**config.mk**
```make
export PLATFORM = sky130hd
export DESIGN_NAME = bbc_converter
export DESIGN_NICKNAME = d
export VERILOG_FILES = /design/src/pkg/bbc_pkg.sv /design/src/core/bbc_converter.sv /design/src/core/bbc_bin2bcd.sv
export SDC_FILE = /design/constraint.sdc
export NUM_CORES = 1
export LEC_CHECK = 0
export BUFFER_PORTS_ARGS = -buffer_cell sky130_fd_sc_hd__buf_2
export CELL_PAD_IN_SITES_DETAIL_PLACEMENT = 1
export CELL_PAD_IN_SITES_GLOBAL_PLACEMENT = 1
export CORE_ASPECT_RATIO = 0.9
export CORE_UTILIZATION = 44
export DETAILED_ROUTE_END_ITERATION = 6
export GPL_ROUTABILITY_DRIVEN = 0
export GPL_TIMING_DRIVEN = 0
export HOLD_SLACK_MARGIN = 0.15
export PLACE_DENSITY_LB_ADDON = 0.1
export SLEW_MARGIN = 20
export SYNTH_ARGS = -nofsm -noshare
export SYNTH_HDL_FRONTEND = slang
export SYNTH_HIERARCHICAL = 1
export SYNTH_SLANG_ARGS = --single-unit
```
**constraint.sdc**
```tcl
create_clock -name CORE_CLK_I -period 13.25 [get_ports CORE_CLK_I]
set_clock_uncertainty 0.1 [all_clocks]
set_input_delay 0 -clock CORE_CLK_I [delete_from_list [all_inputs] [get_ports CORE_CLK_I]]
set_output_delay 0 -clock CORE_CLK_I [all_outputs]
set_load 0.02 [all_outputs]
```
**src/pkg/bbc_pkg.sv**
```systemverilog
// constants and carrier types for the decimal/binary converter
// assumes a single processing clock; no software-visible registers
package bbc_pkg;

	// ****************************************************************
	// word layout
	// ****************************************************************
	localparam int SIGN_BIT   = 31;
	localparam int MAG_W      = 31;
	localparam int DIGIT_W    = 4;
	localparam int NUM_DIGITS = 7;
	localparam int BCD_W      = NUM_DIGITS * DIGIT_W;
	localparam int BIN_W      = 24;

	// ****************************************************************
	// limits and reset values
	// ****************************************************************
	localparam logic [DIGIT_W-1:0] DIGIT_MAX  = 4'h9;
	localparam logic [MAG_W-1:0]   DEC_LIMIT  = 31'h09999999;
	localparam logic [MAG_W-1:0]   DEC_SAT    = 31'h0098967f;
	localparam logic [MAG_W-1:0]   ENC_LIMIT  = 31'h0098967f;
	localparam logic [MAG_W-1:0]   ENC_SAT    = 31'h09999999;
	localparam logic [31:0]        RESULT_RST = 32'h00000000;
	localparam logic               DIR_DECODE = 1'h0;

	typedef struct packed {
		logic             sign;
		logic [MAG_W-1:0] mag;
	} bbc_word_t;

	typedef struct packed {
		bbc_word_t result;
		logic      sat;
	} bbc_state_t;

endpackage

```
**src/core/bbc_converter.sv**
```systemverilog
// signed converter between packed decimal digits and plain binary
// assumes operand and direction are synchronous to CORE_CLK_I
//
// Summary of operation
// - digits above nine decode as nine
// - decode: packed digits become binary magnitude
// - top bit is sign, carried over unchanged
// - decode above limit gives 9999999
// - decode below negative limit gives -9999999
// - encode: binary magnitude becomes packed digits
// - encode above 9999999 gives seven nine-digits
// - encode below -9999999 gives negative nine-digits
// - disabled converter clears, result held zero
// - direction selects decode or encode; decode default
`timescale 1ns/1ps

module bbc_converter (
	input  wire logic               CORE_CLK_I,
	input  wire logic               SYS_RST_I,
	input  wire logic               CONV_ENABLE_I,
	input  wire logic               ENCODE_DIRECTION_I,
	input  wire bbc_pkg::bbc_word_t CONV_OPERAND_IN_I,
	output      bbc_pkg::bbc_word_t CONV_RESULT_OUT_O
);

	// ****************************************************************
	// helpers
	// ****************************************************************
	function automatic logic [bbc_pkg::DIGIT_W-1:0] clamp_digit(
		input logic [bbc_pkg::DIGIT_W-1:0] d
	);
		clamp_digit = (d > bbc_pkg::DIGIT_MAX) ? bbc_pkg::DIGIT_MAX : d;
	endfunction

	// clamping before weighting keeps an invalid digit from carrying upward
	function automatic logic [bbc_pkg::MAG_W-1:0] bcd_to_bin(
		input logic [bbc_pkg::BCD_W-1:0] bcd
	);
		logic [bbc_pkg::MAG_W-1:0] acc;
		acc = '0;
		for (int i = bbc_pkg::NUM_DIGITS - 1; i >= 0; i--)
		begin
			acc = bbc_pkg::MAG_W'(acc * 31'h0000000a) +
				bbc_pkg::MAG_W'(clamp_digit(bcd[i*bbc_pkg::DIGIT_W +: bbc_pkg::DIGIT_W]));
		end
		bcd_to_bin = acc;
	endfunction

	// ****************************************************************
	// state
	// ****************************************************************
	bbc_pkg::bbc_state_t       state_ff;
	bbc_pkg::bbc_state_t       nxt_state;
	logic [bbc_pkg::BCD_W-1:0] enc_digits;

	// the encoder only sees the low bits; larger magnitudes saturate anyway
	bbc_bin2bcd u_bin2bcd (
		.bin_i (CONV_OPERAND_IN_I.mag[bbc_pkg::BIN_W-1:0]),
		.bcd_o (enc_digits)
	);

	// ****************************************************************
	// next-state logic
	// ****************************************************************
	always_comb
	begin
		nxt_state = state_ff;
		if (!CONV_ENABLE_I)
		begin
			nxt_state.result = bbc_pkg::RESULT_RST;
			nxt_state.sat    = 1'h0;
		end
		else if (ENCODE_DIRECTION_I == bbc_pkg::DIR_DECODE)
		begin
			// recomputed each cycle, no hold of earlier results
			// saturation keeps the input sign, so both limits mirror each other
			nxt_state.result.sign = CONV_OPERAND_IN_I.sign;
			if (CONV_OPERAND_IN_I.mag > bbc_pkg::DEC_LIMIT)
			begin
				nxt_state.result.mag = bbc_pkg::DEC_SAT;
				nxt_state.sat        = 1'h1;
			end
			else
			begin
				nxt_state.result.mag = bcd_to_bin(CONV_OPERAND_IN_I.mag[bbc_pkg::BCD_W-1:0]);
				nxt_state.sat        = 1'h0;
			end
		end
		else
		begin
			nxt_state.result.sign = CONV_OPERAND_IN_I.sign;
			if (CONV_OPERAND_IN_I.mag > bbc_pkg::ENC_LIMIT)
			begin
				nxt_state.result.mag = bbc_pkg::ENC_SAT;
				nxt_state.sat        = 1'h1;
			end
			else
			begin
				nxt_state.result.mag = {{(bbc_pkg::MAG_W-bbc_pkg::BCD_W){1'h0}}, enc_digits};
				nxt_state.sat        = 1'h0;
			end
		end
	end

	always_ff @(posedge CORE_CLK_I)
	begin
		if (SYS_RST_I)
		begin
			state_ff.result <= bbc_pkg::RESULT_RST;
			state_ff.sat    <= 1'h0;
		end
		else
		begin
			state_ff <= nxt_state;
		end
	end

	assign CONV_RESULT_OUT_O = state_ff.result;

	// the sat flag is internal; it only feeds the checks and covers

	logic                      en;
	logic                      dec;
	bbc_pkg::bbc_word_t        op;
	bbc_pkg::bbc_word_t        res;
	assign en  = CONV_ENABLE_I;
	assign dec = (ENCODE_DIRECTION_I == bbc_pkg::DIR_DECODE);
	assign op  = CONV_OPERAND_IN_I;
	assign res = state_ff.result;
endmodule

```
**src/core/bbc_bin2bcd.sv**
```systemverilog
// binary magnitude to packed decimal digits, shift-and-add-three
// assumes the input is already limited to seven decimal digits
`timescale 1ns/1ps

module bbc_bin2bcd (
	input  wire logic [bbc_pkg::BIN_W-1:0] bin_i,
	output      logic [bbc_pkg::BCD_W-1:0] bcd_o
);

	// ****************************************************************
	// conversion network
	// ****************************************************************
	// purely combinational; the caller registers the result
	always_comb
	begin
		logic [bbc_pkg::BCD_W-1:0] acc;
		acc = '0;
		for (int i = bbc_pkg::BIN_W - 1; i >= 0; i--)
		begin
			for (int d = 0; d < bbc_pkg::NUM_DIGITS; d++)
			begin
				if (acc[d*bbc_pkg::DIGIT_W +: bbc_pkg::DIGIT_W] > 4'h4)
				begin
					acc[d*bbc_pkg::DIGIT_W +: bbc_pkg::DIGIT_W] =
						acc[d*bbc_pkg::DIGIT_W +: bbc_pkg::DIGIT_W] + 4'h3;
				end
			end
			acc = {acc[bbc_pkg::BCD_W-2:0], bin_i[i]};
		end
		bcd_o = acc;
	end

endmodule

```
Yosys cells after proc, flatten, opt, wreduce, memory -nomap -nowiden. Cells that the tools add are included.

$add $sub $neg: 90. Multiply operators: 6. Order comparisons: 93. Multiplexer cells: 94. Bitwise gates (word level): 1. Reductions and logical operators: 1.

Operators with widths (number): $mux W4 (88); $gt A4 B3 Y1 const B (77); $add A4 B2 Y4 const B (75); $mux W32 (2); $add A31 B4 Y31 (1); $gt A31 B24 Y1 const B (1); $gt A31 B28 Y1 const B (1); $mul A29 B3 Y30 const B (1); $add A28 B4 Y29 (1); $mux W29 (1); $gt A4 B4 Y1 const B (7); $mul A24 B3 Y27 const B (1); $add A23 B4 Y24 (1); $add A3 B2 Y4 const B (6); $mul A19 B3 Y22 const B (1); $gt A3 B3 Y1 const B (7); $add A18 B4 Y19 (1); $mul A14 B3 Y17 const B (1); $add A13 B4 Y14 (1); $mul A9 B3 Y12 const B (1); $add A3 B2 Y3 const B (3); $add A8 B4 Y9 (1); $mux W3 (3); $mul A4 B3 Y7 const B (1); 2 further kinds (2).

Bits in registers: 32. Input bits: 36. Output and inout bits: 32. Word-level logic and storage cells: 287.

Longest topological paths before layout. Gate-level depths: netlist of run 1.

Depth in word-level cells: 44. Depth in mapped cells: 75. Gate-level depth less buffers: 68.

Hierarchy. The synthesis of run 1 kept the hierarchy.

By module, submodules not included: bbc_bin2bcd (instances 1, cells an instance 1762, area an instance 12131.6 um^2); bbc_converter (instances 1, cells an instance 1190, area an instance 9088.7 um^2).

Least setup slack after synthesis of run 1. OpenSTA, ideal clock, no wires.

Path type: input port to flip-flop. Start point: input port CONV_OPERAND_IN_I[21] (netlist bit). End point: register state_ff (netlist bit CONV_RESULT_OUT_O[12]). Library setup time: 141 ps. Arrival: 13519 ps. Data required time: 13009 ps. Setup slack: -510 ps. Stages: 67. Cell sequence: buf_4 -> inv_1 -> ha_1 -> inv_1 -> ha_1 -> and2_1 -> buf_4 -> nor3_2 -> o21a_2 -> or4b_1 -> buf_4 -> a221oi_2 -> a211oi_1 -> o211a_2 -> a21oi_4 -> buf_2 -> nor3_1 -> o41ai_1 -> (+31 left out) -> inv_1 -> a21o_1 -> xnor2_1 -> ha_1 -> o21ai_0 -> or3b_2 -> o311ai_1 -> mux2i_1 -> a21boi_0 -> mux2i_1 -> inv_1 -> ha_1 -> o21ai_1 -> mux2_2 -> a21oi_1 -> mux2_1 -> nor2_1 -> a211oi_1.

Word-level cells in the longest chain between the ends: 44. Elaborated cells between the ends (all ways): 171. Classes of those cells: add/sub (57); mul (5); order compare (54); mux (55).

RTL lines: start: declaration (line bbc_converter.sv:22) `input wire bbc_pkg::bbc_word_t CONV_OPERAND_IN_I,`; $add A3 B2 Y4 or $gt A3 B3 Y1 (tied branches) (line bbc_bin2bcd.sv:25, bbc_bin2bcd.sv:22); $mux W4 (*) (line bbc_bin2bcd.sv:22) `if (acc[d*bbc_pkg::DIGIT_W +: bbc_pkg::DIGIT_W] > 4'h4)`; $add A4 B2 Y4 or $gt A4 B3 Y1 (tied branches) (line bbc_bin2bcd.sv:25, bbc_bin2bcd.sv:22); $mux W4 (line bbc_bin2bcd.sv:22); $add A4 B2 Y4 or $gt A4 B3 Y1 (tied branches) (line bbc_bin2bcd.sv:25, bbc_bin2bcd.sv:22); $mux W4 (line bbc_bin2bcd.sv:22); $gt A4 B3 Y1 (tied with other cells) (line bbc_bin2bcd.sv:22); $mux W4 (line bbc_bin2bcd.sv:22); (+29 left out); $mux W4 (line bbc_bin2bcd.sv:22); $add A4 B2 Y4 or $gt A4 B3 Y1 (tied branches) (line bbc_bin2bcd.sv:25, bbc_bin2bcd.sv:22); $mux W4 (line bbc_bin2bcd.sv:22); $add A4 B2 Y4 or $gt A4 B3 Y1 (tied branches) (line bbc_bin2bcd.sv:25, bbc_bin2bcd.sv:22); $mux W4 (*) (line bbc_bin2bcd.sv:22); named net enc_digits, one bit (line bbc_converter.sv:54) `logic [bbc_pkg::BCD_W-1:0] enc_digits;`; $mux W29 (*) (line bbc_converter.sv:92) `if (CONV_OPERAND_IN_I.mag > bbc_pkg::ENC_LIMIT)`; $mux W32 (*) (line bbc_converter.sv:73) `else if (ENCODE_DIRECTION_I == bbc_pkg::DIR_DECODE)`; end signal: assignment (line bbc_converter.sv:114) `state_ff <= nxt_state;`; end: declaration (line bbc_converter.sv:52) `bbc_pkg::bbc_state_t state_ff;`.

The timed path passes the listed nets; every way through them passes the cells marked *. A chain may end at the register's enable or synchronous reset.

Worst setup path in the final report of run 1.
Start point: input port CONV_OPERAND_IN_I[21] (netlist bit). End point: register state_ff (netlist bit CONV_RESULT_OUT_O[19]).

Word-level cells in the longest chain between the ends: 44. Elaborated cells between the ends (all ways): 213. Classes of those cells: add/sub (71); mul (5); order compare (68); mux (69).

RTL lines (line): $add A3 B2 Y4 or $gt A3 B3 Y1 (tied branches) (bbc_bin2bcd.sv:25, bbc_bin2bcd.sv:22); $mux W4 (*) (bbc_bin2bcd.sv:22); $add A4 B2 Y4 or $gt A4 B3 Y1 (tied branches) (bbc_bin2bcd.sv:25, bbc_bin2bcd.sv:22); $mux W4 (bbc_bin2bcd.sv:22); $add A4 B2 Y4 or $gt A4 B3 Y1 (tied branches) (bbc_bin2bcd.sv:25, bbc_bin2bcd.sv:22); $mux W4 (bbc_bin2bcd.sv:22); $gt A4 B3 Y1 (tied with other cells) (bbc_bin2bcd.sv:22); $mux W4 (bbc_bin2bcd.sv:22); (+29 left out); $mux W4 (bbc_bin2bcd.sv:22); $add A4 B2 Y4 or $gt A4 B3 Y1 (tied branches) (bbc_bin2bcd.sv:25, bbc_bin2bcd.sv:22); $mux W4 (bbc_bin2bcd.sv:22); $add A4 B2 Y4 or $gt A4 B3 Y1 (tied branches) (bbc_bin2bcd.sv:25, bbc_bin2bcd.sv:22); $mux W4 (*) (bbc_bin2bcd.sv:22); named net enc_digits, one bit (bbc_converter.sv:54); $mux W29 (*) (bbc_converter.sv:92); $mux W32 (*) (bbc_converter.sv:73).

Marked as above.

==> results of run 1 <==
==> tightest hold or removal path: stages <==
cell,delay (ns)
buf_2,0.19
xnor2_2,0.17
mux2i_1,0.08
nand2_1,0.06
o21ai_0,0.06
==> routing by layer <==
layer	part of all wire [%]	wire length (µm)	vias up	global-route usage (%)
met5	0	0	-	0
met4	2.2	1790	0	4.57
met3	4.0	3240	156	1.69
met2	49	39800	726	49.4
met1	44	35800	12300	38.0
li1	-	-	11800	-
==> cell families (layout without fill, tap and decap cells) <==
kind of cell | after synthesis | in the layout | synth area share, %
simple gates | 1091 | 1091 | 27.2
compound gates | 952 | 952 | 32.6
buf+inv | 271 | 526 | 5.78
fa+ha+maj | 268 | 268 | 16.2
xor+xnor | 234 | 234 | 10.0
mux | 103 | 103 | 5.17
flops | 32 | 32 | 3.02
other cells | 1 | 7 | 0.0177
==> Yosys cell counts (27+ instances only) <==
master    instances
and3_1           27
o21ai_0         136
o211ai_1         48
a21oi_1         196
buf_2            49
mux2i_1          73
nand2_1         223
nor3_1          101
xor2_1           77
inv_1           129
xnor2_1         149
a21o_1           48
nor4_1           37
o21ai_1          29
ha_1            253
dfxtp_1          32
o22ai_1          29
a31oi_1          32
nand4_1          61
or3_1            29
nand3_1         114
nand2b_1         48
and2_1           30
o21a_1           30
nor2b_1          38
a211oi_1         46
clkbuf_1         61
nor2_1          235
==> stage by stage <==
stage / instance area (µm²) / util, % / cells / hold WS [ns]
2_1_floorplan: 21300 / - / 2958 / 0.0217
3_3_place_gp: 22400 / 47.6 / 3640 / 0.106
3_5_place_dp: 22400 / 47.6 / 3640 / 0.118
4_1_cts: 24100 / 51.2 / 3716 / 0.263
5_1_grt: 26400 / 56.1 / 3829 / 0.288
6_report: 26400 / 56.1 / 3829 / 0.234
==> cell type report <==
class	instances	area, µm²	share of cell area, %
flip-flops and latches	32	641	2.42
plain buffers	125	797	3.01
well taps	616	771	2.91
repair buffers	262	1860	7.03
multi-input cells	2655	21700	82.1
inverters	131	507	1.92
clock inverters	3	42.5	0.161
clock buffers	5	125	0.473
==> final timing paths <==
path	from	endpoint	slack [ns]	depth (start not counted)
worst min-delay path	CONV_OPERAND_IN_I[2]	CONV_RESULT_OUT_O[2]	0.23	5
worst max-delay path	CONV_OPERAND_IN_I[21]	CONV_RESULT_OUT_O[19]	-0.03	67
==> repair_timing <==
item,in CTS,in global routing
gates resized for setup,214,323
pin swaps,59,128
gates cloned,0,2
hold endpoints to repair,12,0
buffers inserted,66,119
endpoints found under the setup margin,30,30
hold buffers,8,0
==> results.md, run 1 <==
* Final Routed Wirelength at just over 80,000 µm
* Final worst setup slack at -0.0279 ns
* Root Buffer: clkbuf_16
* Rows at 75
* Io pins at a little under 70
* DRT Pass-1 Iters at 7
* Hpwl dp at between 50,000 and 60,000 µm
* Synth top area cells: ha_1 15%, xnor2_1 6.1%, a21oi_1 4.6%
* Most frequent cells in the layout: 219 x nor2_1, 216 x ha_1, 210 x nand2_1
* Die Area at ~49,000 µm²
* Largest net degree at the start of global routing at 14
* Initial antenna violation count at 0
* DR DRC count at 20
* Post-synth ARST share at 0%
* Fill cells at 5,872
* Violated checks: DRC, setup timing
* Hold Vio Cnt, Final at 0
* Crit path kind: primary input to flop
* Max-cap violations at 0
* Core area at 47,100 µm²
* Post-route ant nets at 0
* Worst hold path type: primary input to flop
* Post-synth EDFFs at 0
* Total clock sinks at 32
* Vias in the first global route at between 20,000 and 25,000
* Crit path capture type: flop
* Max-slew violation count at 0
* Layout Area Growth over Synthesis at 24.6%
* Synth unique cells at between 150 and 200
* Synthesis Warnings at 6
* Startpoint types: primary input
* Ys flop type: dfxtp_1
* Chip Width at between 200 and 250 µm
* Delay-heaviest family, CP: compound AO/OA/AOI/OAI gates
* Slowest stage delay, CP at between 0.5 and 0.6 ns
* Layout cells sized above 1 at a little over a quarter
* Avg Synthesized Cell Area at approximately 7.2 µm²
* Final setup fails at 3
* H-tree depth at 2
* Max FFs per register at 32
* Avg WL per Cell at 21.1 µm
* Area leader, netlist: ha_1
* Status: finished, violations left
* Synthesis-stage register bit count at 32
* Max Freq at between 70 and 80 MHz
* Buffer levels on the longest clock path at 2
* Final setup TNS at -0.0488 ns
* Slowest cell on the critical path: or4_1
* Worst-path clk slew at 0.06 ns
* Port Buffers at 66
* First-pass GRT wire length at roughly 120,000 µm
* CP required at approximately 13 ns
* Post-synthesis sequential area ratio at under 10%
* Worst-Margin Slew at between 1 and 1.5 ns
* Slew Limit Headroom at about a quarter
* Vias at roughly 25,000
* CP Max Fanout at 8
* Post-Syn Area at 21,200 µm²
* DR iter-0 viols at around 1,600
* Antenna diodes at 0
* Initial Utilization at between 40% and 50%
* Num CTS Buffers at 5
* Number of vias per cell at between 6 and 7
* Synthesized instance count at just under 3,000
* Overflow after GRT at 0
* Crit path time final at 13.28 ns
* Die height at around 210 µm
* Top cell type's share of synthesized area at between 10% and 20%
* Total Nets Final at approximately 3,500
* Critical path arrival at ~13 ns
* Worst Path Buf+Inv at 17
* Most common cell after layout, fill and taps aside: nor2_1
* Total track usage at between 20% and 30%
* Dpl ws at -2.84 ns
* CTS tree: done
* Final Cycle Share at 100%
Power of run 1 is not shown: default switching activity piles up to over one toggle a cycle in this logic, so the estimate is an artifact.
==> run 2: changes to the inputs <==
--- a/config.mk
+++ b/config.mk
@@ -5,7 +5,7 @@
 export SDC_FILE = /design/constraint.sdc
 export NUM_CORES = 1
 export LEC_CHECK = 0
-export BUFFER_PORTS_ARGS = -buffer_cell sky130_fd_sc_hd__buf_2
+export BUFFER_PORTS_ARGS = -buffer_cell sky130_fd_sc_hd__buf_4
 export CELL_PAD_IN_SITES_DETAIL_PLACEMENT = 1
 export CELL_PAD_IN_SITES_GLOBAL_PLACEMENT = 1
 export CORE_ASPECT_RATIO = 0.9
==> results.md, run 2 (synthesized netlist as in run 1, its figures left out) <==
* Most frequent cells in the layout: 254 x buf_4, 218 x nor2_1, 217 x ha_1
* DRT Pass-1 Iters at 7
* Layout cells sized above 1 at between 20% and 30%
* CTS tree: done
* Worst-path clk slew at approximately 0.06 ns
* Final Cycle Share at 106%
* Depth of the worst hold-timing path at 5
* Sink of the worst hold path: CONV_RESULT_OUT_O[2]
* H-tree depth at 2
* Worst-Margin Slew at ~1.2 ns
* Slowest cell on the critical path: a221o_1
* Post-route ant nets at 0
* Rows at 75
* Delay-heaviest family, CP: compound AO/OA/AOI/OAI gates
* Port Buffers at 66
* Avg WL per Cell at approximately 22 µm
* Total Nets Final at between 3,000 and 4,000
* Total clock sinks at 32
* Slew Limit Headroom at 18.2%
* Die height at 210 µm
* Initial antenna violation count at 4
* Num CTS Buffers at 5
* Number of vias per cell at 6.65
* Crit path capture type: flop
* Max Freq at 71.0 MHz
* Dpl ws at -3.00 ns
* Buffer levels on the longest clock path at 2
* Vias in the first global route at approximately 24,000
* Slowest stage delay, CP at 0.41 ns
* Final Routed Wirelength at 84,600 µm
* Most common cell after layout, fill and taps aside: buf_4
* DR DRC count at 20
* Crit path kind: primary input to flop
* Setup repair after global routing missed its margin: true
* Status: finished, violations left
* Layout Utilization at between 50% and 60%
* Worst Path Buf+Inv at 17
* Initial Utilization at ~45%
* Overflow after GRT at 0
* Root Buffer: clkbuf_16
* Violated checks: DRC, setup timing
* Final setup TNS at -11.91 ns
* CP required at about 13 ns
* Crit path time final at between 10 and 15 ns
* Critical path arrival at between 10 and 15 ns
* CP Max Fanout at 10
* Final non-filler cell area at between 20,000 and 30,000 µm²
* Largest net degree at the start of global routing at 14
* Hpwl dp at 56,100 µm
* Final worst setup slack at -0.839 ns
* Worst hold path type: primary input to flop
* Core area at between 40,000 and 50,000 µm²
* Placed cell areas at approximately 23,000 µm²
* Final setup fails at 24
* Io pins at about 70
* DR iter-0 viols at 1,906
* Max-cap violations at 0
* Max-slew violation count at 0
* First-pass GRT wire length at 120,000 µm
* Startpoint types: primary input
* Total track usage at between 20% and 30%
* Die Area at roughly 49,000 µm²
* Hold Vio Cnt, Final at 0
* Layout Area Growth over Synthesis at 26.0%
* CP dominant cell by count: ha_2
* Worst hold start: CONV_OPERAND_IN_I[2]
* Vias at roughly 25,000
* Chip Width at roughly 230 µm
* Max FFs per register at 32
[run 2: how the worst max path moves through the flow]
stage	start	endpoint	slack [ns]	cells after the start
finish	CONV_OPERAND_IN_I[21]	CONV_RESULT_OUT_O[15]	-0.84	71
detailed placement	CONV_OPERAND_IN_I[21]	CONV_RESULT_OUT_O[8]	-3.00	68
CTS	CONV_OPERAND_IN_I[27]	CONV_RESULT_OUT_O[30]	0.005	53
floorplan	CONV_OPERAND_IN_I[21]	CONV_RESULT_OUT_O[12]	0.03	67
global route	CONV_OPERAND_IN_I[21]	CONV_RESULT_OUT_O[15]	-1.11	71
global placement	CONV_OPERAND_IN_I[21]	CONV_RESULT_OUT_O[15]	-2.22	69
[run 2: area by class of cell]
type                            instances  area, µm²
Multi-Input combinational cell       2655      21700
Fill cell                            5796      20400
Timing Repair Buffer                  261       2080
Buffer                                125        821
Tap cell                              616        771
Sequential cell                        32        641
Inverter                              131        515
Clock buffer                            6        129
Clock inverter                          2       35.0
Antenna cell                            4       10.0
[run 2: repair_timing]
| action | CTS | global route |
|---|---|---|
| gates resized for setup | 202 | 350 |
| endpoints found under the hold margin | 15 | 0 |
| setup endpoints to repair | 30 | 30 |
| setup buffers | 75 | 106 |
| hold buffers | 8 | 0 |
| pin swaps | 61 | 112 |
| cloned | 0 | 5 |
[run 2: stage by stage]
stage	hold WS, ns	instances
global route	0.229	3832
CTS	0.168	3726
floorplan	0.0217	2958
finish	0.193	3832
detailed placement	0.131	3640
global placement	0.107	3640
[run 2: tightest hold or removal path: cells and delay by family]
kind | cells | cell delay, ns
AO/OA/AOI/OAI | 1 | 0.07
XOR/XNOR | 1 | 0.13
buffers and inverters | 1 | 0.14
multiplexers | 1 | 0.15
AND/OR/NAND/NOR | 1 | 0.07
[run 2: metal layers]
layer	share of wire [%]	up-vias	global-route usage, %
met4	3.0	0	5.64
met2	49	962	50.3
li1	-	11800	-
met1	43	12500	38.0
met3	4.6	218	1.33
met5	0	-	0
Power of run 2 is left out for the same reason.
